`config.mk`:
```
export PLATFORM = sky130hd
export DESIGN_NAME = alu_branch_core
export DESIGN_NICKNAME = d
export VERILOG_FILES = /design/src/design/alu_pkg.sv /design/src/design/alu_branch_core.sv /design/src/design/branch_eval.sv
export VERILOG_INCLUDE_DIRS = /design/src /design/src/design
export SDC_FILE = /design/constraint.sdc
export NUM_CORES = 1
export LEC_CHECK = 0
export CAP_MARGIN = 0
export CORE_MARGIN = 2
export CORE_UTILIZATION = 35
export DETAILED_ROUTE_END_ITERATION = 6
export DONT_BUFFER_PORTS = 1
export HOLD_SLACK_MARGIN = 0.06
export PLACE_DENSITY_LB_ADDON = 0.15
export SYNTH_ARGS = -nofsm -noshare
export SYNTH_HDL_FRONTEND = slang
export SYNTH_SLANG_ARGS = --single-unit
```
`constraint.sdc`:
```
create_clock -name pclk -period 7.1 [get_ports pclk]
set_input_delay 0.355 -clock pclk [delete_from_list [all_inputs] [get_ports pclk]]
set_output_delay 0.355 -clock pclk [all_outputs]
set_load 0.02 [all_outputs]
```
`src/design/alu_map.svh`:
```
// constants for the alu and branch execution block
`ifndef ALU_MAP_SVH
`define ALU_MAP_SVH
`define ADDR_CTRL      12'h000
`define ADDR_OPA       12'h004
`define ADDR_OPB       12'h008
`define ADDR_RESULT    12'h00c
`define ADDR_FLAGS     12'h010
`define ADDR_ACCA_LO   12'h014
`define ADDR_ACCA_HI   12'h018
`define ADDR_ACCB_LO   12'h01c
`define ADDR_ACCB_HI   12'h020
`define ADDR_STATUS    12'h024
`define CTRL_GO_BIT    31
`define CTRL_OP_LSB    0
`define CTRL_COND_LSB  8
`define CTRL_SHIFT_LSB 16
`define CTRL_ACC_BIT   24
`define CTRL_PERIPH_BIT 25
`define FLAG_C         0
`define FLAG_DC        1
`define FLAG_N         2
`define FLAG_OV        3
`define FLAG_Z         4
`define FLAG_OA        5
`define FLAG_OB        6
`define FLAG_SA        7
`define FLAG_SB        8
`define CYC_ONE        3'd1
`define CYC_TAKEN      3'd4
`define ACC_W          40
`define ACC_MAX        40'h7fffffffff
`define ACC_MIN        40'h8000000000
`endif

```
`src/design/alu_pkg.sv`:
```
// types shared by the alu and branch execution block
package alu_pkg;
  typedef enum logic [3:0] {
    op_add_with_carry = 4'h0,
    op_acc_add        = 4'h1,
    op_asr_one        = 4'h2,
    op_asr_count      = 4'h3,
    op_branch_cond    = 4'h4,
    op_branch_always  = 4'h5,
    op_branch_computed = 4'h6
  } op_t;
  typedef enum logic [4:0] {
    c_c = 5'h00, c_ge = 5'h01, c_geu = 5'h02, c_gt = 5'h03,
    c_gtu = 5'h04, c_le = 5'h05, c_leu = 5'h06, c_lt = 5'h07,
    c_ltu = 5'h08, c_n = 5'h09, c_nc = 5'h0a, c_nn = 5'h0b,
    c_nov = 5'h0c, c_nz = 5'h0d, c_oa = 5'h0e, c_ob = 5'h0f,
    c_ov = 5'h10, c_sa = 5'h11, c_sb = 5'h12, c_z = 5'h13
  } cond_t;
  typedef struct packed {
    logic sb, sa, ob, oa, z, ov, n, dc, c;
  } flags_t;
  typedef enum logic [1:0] {
    st_idle = 2'b01,
    st_busy = 2'b10
  } state_t;
endpackage

```
`src/design/alu_branch_core.sv`:
```
// alu and branch execution subset behind an apb register port
//
// The register offsets and register access over APB were chosen for this implementation.
`include "alu_map.svh"
module alu_branch_core
  import alu_pkg::*;
#(
  parameter int DW = 16  // data word width
)
(
  input  wire logic        pclk,     // core clock
  input  wire logic        presetn,  // async reset, active low
  input  wire logic        psel,     // apb select
  input  wire logic        penable,  // apb access phase
  input  wire logic        pwrite,   // apb direction
  input  wire logic [11:0] paddr,    // apb byte address
  input  wire logic [31:0] pwdata,   // apb write data
  output logic      [31:0] prdata,   // apb read data
  output logic             pready,   // apb ready
  output logic             pslverr,  // apb error
  output logic             busy      // instruction in progress
);
  op_t          op;
  cond_t        cond;
  logic [4:0]   shamt;
  logic         acc_sel;
  logic         periph;
  logic [DW-1:0] opa;
  logic [DW-1:0] opb;
  logic [DW-1:0] result;
  logic [`ACC_W-1:0] acc_a;
  logic [`ACC_W-1:0] acc_b;
  flags_t       fl;
  state_t       state;
  logic [2:0]   cyc_left;
  logic         taken_r;
  logic         taken;
  logic         wr_go;
  logic         map_ok;
  logic [2:0]   next_cycles;
  logic [2:0]   extra;

  branch_eval u_branch (
    .cond  (cond),
    .fl    (fl),
    .taken (taken)
  );

  // apb: always ready, writes land in the access phase
  assign pready  = 1'b1;
  assign wr_go   = psel & penable & pwrite & (paddr == `ADDR_CTRL)
                 & pwdata[`CTRL_GO_BIT] & (state == st_idle);
  assign busy    = (state == st_busy);

  function automatic logic mapped(input logic [11:0] a);
    mapped = (a == `ADDR_CTRL) || (a == `ADDR_OPA) || (a == `ADDR_OPB)
          || (a == `ADDR_RESULT) || (a == `ADDR_FLAGS)
          || (a == `ADDR_ACCA_LO) || (a == `ADDR_ACCA_HI)
          || (a == `ADDR_ACCB_LO) || (a == `ADDR_ACCB_HI)
          || (a == `ADDR_STATUS);
  endfunction
  assign map_ok  = mapped(paddr);
  assign pslverr = psel & penable & ~map_ok;

  // cycle cost of the launched instruction
  always_comb
  begin
    case (op)
      op_branch_cond:     next_cycles = taken ? `CYC_TAKEN : `CYC_ONE;
      op_branch_always,
      op_branch_computed: next_cycles = `CYC_TAKEN;
      // one cycle, one more on a peripheral register
      default:            next_cycles = `CYC_ONE + {2'b00, periph};
    endcase
  end

  // control and operand registers written by software
  always_ff @(posedge pclk or negedge presetn)
  begin
    if (!presetn)
    begin
      op      <= op_add_with_carry;
      cond    <= c_c;
      shamt   <= 5'h00;
      acc_sel <= 1'b0;
      periph  <= 1'b0;
      opa     <= '0;
      opb     <= '0;
    end
    else if (psel && penable && pwrite && state == st_idle)
    begin
      case (paddr)
        `ADDR_CTRL:
        begin
          op      <= op_t'(pwdata[`CTRL_OP_LSB +: 4]);
          cond    <= cond_t'(pwdata[`CTRL_COND_LSB +: 5]);
          shamt   <= pwdata[`CTRL_SHIFT_LSB +: 5];
          acc_sel <= pwdata[`CTRL_ACC_BIT];
          periph  <= pwdata[`CTRL_PERIPH_BIT];
        end
        `ADDR_OPA: opa <= pwdata[DW-1:0];
        `ADDR_OPB: opb <= pwdata[DW-1:0];
        default: ;
      endcase
    end
  end

  // sequencer: counts the instruction's cycles, plus one for peripheral access on non-branch ops
  always_ff @(posedge pclk or negedge presetn)
  begin
    if (!presetn)
    begin
      state    <= st_idle;
      cyc_left <= 3'd0;
    end
    else
    begin
      case (state)
        st_idle:
          if (wr_go)
          begin
            state    <= st_busy;
            cyc_left <= 3'd0;
          end
        st_busy:
          // execute cycle loads the cycles still owed after it
          if (cyc_left == 3'd0 && taken_r == 1'b0)
          begin
            if (extra == 3'd0)
              state <= st_idle;
            else
              cyc_left <= extra;
          end
          else if (cyc_left <= 3'd1)
          begin
            state    <= st_idle;
            cyc_left <= 3'd0;
          end
          else
            cyc_left <= cyc_left - 3'd1;
        default: state <= st_idle;
      endcase
    end
  end

  // execution: results and flags settle in the first busy cycle
  always_ff @(posedge pclk or negedge presetn)
  begin
    logic [DW:0]       sum;
    logic [4:0]        lo;
    logic [DW-1:0]     r;
    logic [`ACC_W-1:0] ext;
    logic [`ACC_W:0]   asum;
    logic [`ACC_W-1:0] acc_cur;
    logic              ovf;
    logic [3:0]        slit;
    if (!presetn)
    begin
      result  <= '0;
      fl      <= '0;
      acc_a   <= '0;
      acc_b   <= '0;
      taken_r <= 1'b0;
    end
    else if (state == st_busy && cyc_left == 3'd0 && !taken_r)
    begin
      sum     = '0;
      lo      = '0;
      r       = '0;
      ext     = '0;
      asum    = '0;
      ovf     = 1'b0;
      slit    = shamt[3:0];
      acc_cur = acc_sel ? acc_b : acc_a;
      case (op)
        op_add_with_carry:
        begin
          sum = {1'b0, opa} + {1'b0, opb} + {{DW{1'b0}}, fl.c};
          lo  = {1'b0, opa[3:0]} + {1'b0, opb[3:0]} + {4'h0, fl.c};
          r   = sum[DW-1:0];
          result <= r;
          fl.c   <= sum[DW];
          fl.dc  <= lo[4];
          fl.ov  <= (opa[DW-1] == opb[DW-1]) && (r[DW-1] != opa[DW-1]);
          fl.n   <= r[DW-1];
          fl.z   <= (r == '0);
        end
        op_acc_add:
        begin
          // signed literal: positive shifts right, negative shifts left
          ext = {{(`ACC_W-DW){opa[DW-1]}}, opa};
          if (slit[3])
            ext = ext << (5'd16 - {1'b0, slit});
          else
            ext = $signed(ext) >>> slit;
          asum = {acc_cur[`ACC_W-1], acc_cur} + {ext[`ACC_W-1], ext};
          ovf  = asum[`ACC_W] != asum[`ACC_W-1];
          // saturate rather than wrap on a 40-bit overflow
          if (ovf)
            asum[`ACC_W-1:0] = asum[`ACC_W] ? `ACC_MIN : `ACC_MAX;
          if (acc_sel)
          begin
            acc_b <= asum[`ACC_W-1:0];
            fl.ob <= ovf;
            fl.sb <= fl.sb | ovf;      // sticky until reset
          end
          else
          begin
            acc_a <= asum[`ACC_W-1:0];
            fl.oa <= ovf;
            fl.sa <= fl.sa | ovf;
          end
        end
        op_asr_one:
        begin
          r = {opa[DW-1], opa[DW-1:1]};
          result <= r;
          fl.c   <= opa[0];
          fl.ov  <= 1'b0;
          fl.n   <= r[DW-1];
          fl.z   <= (r == '0);
        end
        op_asr_count:
        begin
          r = $signed(opa) >>> shamt[3:0];
          result <= r;
          fl.n   <= r[DW-1];
          fl.z   <= (r == '0);
        end
        op_branch_computed: result <= opa;  // target word
        default: ;
      endcase
      // extra cycle for peripheral register access on non-branch ops; taken branch adds three
      taken_r <= 1'b1;
    end
    else if (state == st_idle)
      taken_r <= 1'b0;
  end

  // cycles still owed after the execute cycle
  assign extra = next_cycles - `CYC_ONE;

  // read mux, registered data
  always_ff @(posedge pclk or negedge presetn)
  begin
    if (!presetn)
      prdata <= 32'h0;
    else if (psel && !penable && !pwrite)
    begin
      case (paddr)
        `ADDR_CTRL:    prdata <= {27'h0, 1'b0, op};
        `ADDR_OPA:     prdata <= {{(32-DW){1'b0}}, opa};
        `ADDR_OPB:     prdata <= {{(32-DW){1'b0}}, opb};
        `ADDR_RESULT:  prdata <= {{(32-DW){1'b0}}, result};
        `ADDR_FLAGS:   prdata <= {23'h0, fl};
        `ADDR_ACCA_LO: prdata <= acc_a[31:0];
        `ADDR_ACCA_HI: prdata <= {24'h0, acc_a[`ACC_W-1:32]};
        `ADDR_ACCB_LO: prdata <= acc_b[31:0];
        `ADDR_ACCB_HI: prdata <= {24'h0, acc_b[`ACC_W-1:32]};
        `ADDR_STATUS:  prdata <= {29'h0, cyc_left[1:0], busy};
        default:       prdata <= 32'h0;
      endcase
    end
  end
endmodule

```
`src/design/branch_eval.sv`:
```
// branch condition evaluation from the status flags
`include "alu_map.svh"
module branch_eval
  import alu_pkg::*;
(
  input  wire cond_t  cond,   // condition selector
  input  wire flags_t fl,     // current flags
  output logic        taken   // condition holds
);
  // signed compare uses n xor ov, unsigned uses carry as not-borrow
  always_comb
  begin
    case (cond)
      c_c:   taken = fl.c;
      c_ge:  taken = ~(fl.n ^ fl.ov);
      c_geu: taken = fl.c;
      c_gt:  taken = ~fl.z & ~(fl.n ^ fl.ov);
      c_gtu: taken = fl.c & ~fl.z;
      c_le:  taken = fl.z | (fl.n ^ fl.ov);
      c_leu: taken = ~fl.c | fl.z;
      c_lt:  taken = fl.n ^ fl.ov;
      c_ltu: taken = ~fl.c;
      c_n:   taken = fl.n;
      c_nc:  taken = ~fl.c;
      c_nn:  taken = ~fl.n;
      c_nov: taken = ~fl.ov;
      c_nz:  taken = ~fl.z;
      c_oa:  taken = fl.oa;
      c_ob:  taken = fl.ob;
      c_ov:  taken = fl.ov;
      c_sa:  taken = fl.sa;
      c_sb:  taken = fl.sb;
      c_z:   taken = fl.z;
      default: taken = 1'b0;
    endcase
  end
endmodule

```
==> impl_metrics.xml <==
<?xml version="1.0" encoding="UTF-8"?>
<metrics>
  <group name="critical_path">
    <metric name="worst_setup_path_end_kind" unit="">flip-flop</metric>
    <metric name="criticalPathCategory" unit="">reg2reg</metric>
    <metric name="critPathLaunchType" unit="">flip-flop</metric>
    <metric name="r2r_setup_slack" unit="ps">740</metric>
    <metric name="reg2regPathDepth" unit="">16</metric>
    <metric name="worstPathMaxFanout" unit="">28</metric>
    <metric name="timing.critical_path.arrival" unit="ps">6670</metric>
    <metric name="crit_required" unit="ps">7410</metric>
    <metric name="regToRegStartpoint" unit="">shamt[1]</metric>
    <metric name="cp-startpoint" unit="">shamt[1]</metric>
    <metric name="critical_path.reg2reg.endpoint" unit="">acc_b[35]</metric>
  </group>
  <group name="grt">
    <metric name="antenna_found_initial" unit="">2</metric>
    <metric name="global_route.overflow_total" unit="">0</metric>
    <metric name="grt_max_degree" unit="">191</metric>
    <metric name="via_count_of_the_first_global_routing_pass" unit="">12400</metric>
    <metric name="wire_length_of_the_first_global_routing_pass" unit="mm">77.5</metric>
    <metric name="gr-usage-all-layers" unit="">0.244</metric>
  </group>
  <group name="power_and_ir_drop">
    <metric name="leakagePower" unit="uW">0.00684</metric>
    <metric name="power.density" unit="nW/um^2">152</metric>
    <metric name="worst_ir_drop_vdd" unit="mV">0.157</metric>
  </group>
  <group name="logic_synthesis">
    <metric name="ys_async_sr_fraction" unit="">1.00</metric>
    <metric name="yosysWarningCount" unit="">0</metric>
    <metric name="yosysUniqueCellTypes" unit="">77</metric>
    <metric name="synthesis.area" unit="sq um">14200</metric>
    <metric name="synth_top_cell_area_share" unit="">0.333</metric>
    <metric name="synth.top_cells.by_area" unit="">dfrtp_1 33%, mux2_2 7.2%, o21ai_0 5.6%</metric>
    <metric name="synth_top_cell_by_area" unit="">dfrtp_1</metric>
    <metric name="yosys-top-cells-count" unit="">189 x dfrtp_1, 178 x nand2_1, 159 x o21ai_0, 156 x a21oi_1, 152 x nor2_1</metric>
    <metric name="syn_area_per_cell" unit="sq um">8.55</metric>
    <metric name="synth_seq_cells" unit="">190</metric>
    <metric name="syn_nets" unit="">1775</metric>
    <metric name="synth-main-ff-cell" unit="">dfrtp_1</metric>
    <metric name="synth.yosys.seq_area_share" unit="">0.335</metric>
    <metric name="synth_enable_flop_cells" unit="">0</metric>
    <metric name="yosysMostFrequentCell" unit="">dfrtp_1</metric>
    <metric name="synth_cells" unit="">1661</metric>
  </group>
  <group name="clock_tree">
    <metric name="cts_buffers" unit="">17</metric>
    <metric name="clock-root-buffer" unit="">clkbuf_16</metric>
    <metric name="htree_levels" unit="">4</metric>
    <metric name="worstSkewPairLatency" unit="ps">480</metric>
    <metric name="clock_tree_from_tritoncts" unit="">yes</metric>
    <metric name="max-clock-path-buffers" unit="">2</metric>
    <metric name="worst_setup_hold_path_clk_slew" unit="ps">80</metric>
    <metric name="cts.repair_timing.setup_buffer_count" unit="">0</metric>
    <metric name="numClockSinks" unit="">190</metric>
  </group>
  <group name="cells_and_area">
    <metric name="num_antenna_cells" unit="">0</metric>
    <metric name="areaGrowthSynthToFinish" unit="%">9.20</metric>
    <metric name="instances_no_fill" unit="">2150</metric>
    <metric name="layout.nets" unit="">1726</metric>
    <metric name="share_of_final_layout_standard_cells_stronger_than_drive_strength_1" unit="">0.131</metric>
    <metric name="num-fill-cells" unit="">4061</metric>
    <metric name="finish.instance_area" unit="sq um">15500</metric>
  </group>
  <group name="timing">
    <metric name="tns" unit="ps">0</metric>
    <metric name="timing.max_slew.rel_slack" unit="">0.234</metric>
    <metric name="tightestPinTransition" unit="ps">1150</metric>
    <metric name="rsz0062_at_grt" unit="">false</metric>
    <metric name="finalSetupViolations" unit="">0</metric>
    <metric name="final.period_utilization" unit="">0.896</metric>
    <metric name="fmaxAchievable" unit="GHz">0.157</metric>
    <metric name="final-hold-violation-count" unit="">0</metric>
    <metric name="layout_setup_ws" unit="ps">737</metric>
    <metric name="timing.clock.skew" unit="ps">12.3</metric>
    <metric name="drv_slew" unit="">0</metric>
    <metric name="finalCriticalPeriod" unit="ps">6360</metric>
  </group>
  <group name="floorplanning">
    <metric name="io_pins" unit="">84</metric>
    <metric name="fp.dieArea" unit="sq um">42200</metric>
    <metric name="start_util" unit="">0.356</metric>
    <metric name="chipHeight" unit="um">205</metric>
    <metric name="fp.dieW" unit="um">205</metric>
    <metric name="std_cell_rows" unit="">73</metric>
    <metric name="floorplan_core_area" unit="sq um">39900</metric>
  </group>
  <group name="detailed_routing">
    <metric name="vias_per_cell" unit="">5.93</metric>
    <metric name="final_antenna_net_count" unit="">0</metric>
    <metric name="via_count" unit="">12800</metric>
    <metric name="drt_first_pass_iters" unit="">7</metric>
    <metric name="drtIter0Drc" unit="">1340</metric>
    <metric name="drt_wl_total" unit="mm">50.2</metric>
    <metric name="detail_route.wl_per_cell" unit="um">23.4</metric>
    <metric name="route.detailed.drc" unit="">1</metric>
  </group>
  <group name="min_path">
    <metric name="min_delay_worst_endpoint" unit="">state[0]</metric>
    <metric name="worstHoldPathCells" unit="">4</metric>
    <metric name="min-delay-path-class" unit="">in2reg</metric>
    <metric name="hold_sp" unit="">psel</metric>
  </group>
  <group name="flow_run">
    <metric name="max_cap_viol_count" unit="">0</metric>
  </group>
  <group name="placement">
    <metric name="place.detailed.instances" unit="">2094</metric>
    <metric name="gp_congestion" unit="">0.907</metric>
    <metric name="dpl_worst_slack" unit="ps">782</metric>
    <metric name="buffer_ports.inserted" unit="">0</metric>
    <metric name="detailed_place_hpwl" unit="mm">36.0</metric>
    <metric name="place_area" unit="sq um">14600</metric>
  </group>
  <group name="run_status">
    <metric name="violations" unit="">design-rule violations</metric>
    <metric name="run_status" unit="">complete, but fails checks</metric>
  </group>
</metrics>
==> sequential cells by signal (all words and copies together), names as in the netlist <==
name      flops
periph        1
prdata       32
op            4
cyc_left      3
result       16
acc_a        40
opb          16
acc_sel       1
state         2
shamt         4
acc_b        40
opa          16
taken_r       1
cond          5
fl            9
==> power by group <==
group | internal [uW] | leakage, uW | total (uW) | switching, uW
Combinational | 68.3 | 0.00395 | 205 | 137
Clock | 520 | 0.000297 | 1020 | 498
Sequential | 1110 | 0.00260 | 1130 | 26.7
Total | 1690 | 0.00684 | 2360 | 662
==> logic make-up after synthesis <==
| logic type | after synthesis | share of synthesized area |
|---|---|---|
| compound gates | 582 | 0.258 |
| xor+xnor | 49 | 0.0302 |
| fa+ha+maj | 65 | 0.0589 |
| buf+inv | 154 | 0.0420 |
| flops | 190 | 0.335 |
| mux | 141 | 0.122 |
| other cells | 1 | 0.000264 |
| simple gates | 479 | 0.153 |
==> worst max-delay path by stage <==
stage | slack, ps | endpoint | cells after the start
final | 740 | acc_b[35] | 16
after global routing | 190 | acc_b[4] | 17
after CTS | 760 | acc_b[20] | 14
after detailed placement | 780 | acc_b[34] | 14
after global placement | 840 | acc_b[35] | 16
after floorplan | 1200 | acc_b[11] | 24
==> final cells by class <==
class	count	area, sq um	area share
Inverter	29	109	0.00702
Sequential cell	190	4760	0.307
Clock buffer	19	453	0.0292
Timing Repair Buffer	57	505	0.0326
Clock inverter	13	143	0.00920
Multi-Input combinational cell	1317	8880	0.573
Tap cell	525	657	0.0424
==> layout by cell type (no fill, tap or decap), types with 17 or more instances in the layout <==
master / instances
nand2_1: 178
a21o_1: 39
a22oi_1: 43
mux2i_1: 33
nor2_1: 148
nand2b_1: 18
o21ai_1: 22
inv_1: 29
clkbuf_16: 17
ha_1: 62
mux2_2: 91
o21ai_0: 159
nand3_1: 24
mux4_2: 17
dfrtp_1: 188
xor2_1: 21
dlygate4sd3_1: 23
buf_4: 33
a31oi_1: 19
a21oi_1: 156
xnor2_1: 28
==> worst max-delay path, stage by stage, from the launching register on <==
cell,delay [ps]
dfrtp_1,320
buf_4,270
inv_1,160
ha_1,890
mux2_2,420
o21ai_0,440
o22a_1,230
o21ai_0,170
ha_1,460
a21oi_1,210
o21ai_0,130
a21oi_1,190
o2111ai_1,140
o21a_1,340
a41o_1,660
o21ai_2,970
o22ai_1,180
==> routing by layer <==
| metal | vias up | wire length (um) | share of wire | GRT usage |
|---|---|---|---|---|
| met2 | 424 | 22400 | 0.45 | 0.375 |
| met5 | - | 0 | 0 | 0 |
| met1 | 6244 | 23600 | 0.47 | 0.349 |
| li1 | 6016 | - | - | - |
| met4 | 0 | 1370 | 0.027 | 0.0866 |
| met3 | 71 | 2820 | 0.056 | 0.0360 |
==> metrics by stage <==
step	power (uW)	hold slack, ps	util
finish	2360	314	0.388
global route	2450	336	0.388
global placement	1320	71.3	0.367
CTS	2380	306	0.388
floorplan	1270	59.4	-
detailed placement	1320	72.5	0.367
==> timing repair <==
item	CTS	global route
hold endpoints to repair	237	0
resized for setup	0	0
hold buffers	24	0
Power figures use the tool's default switching activity.
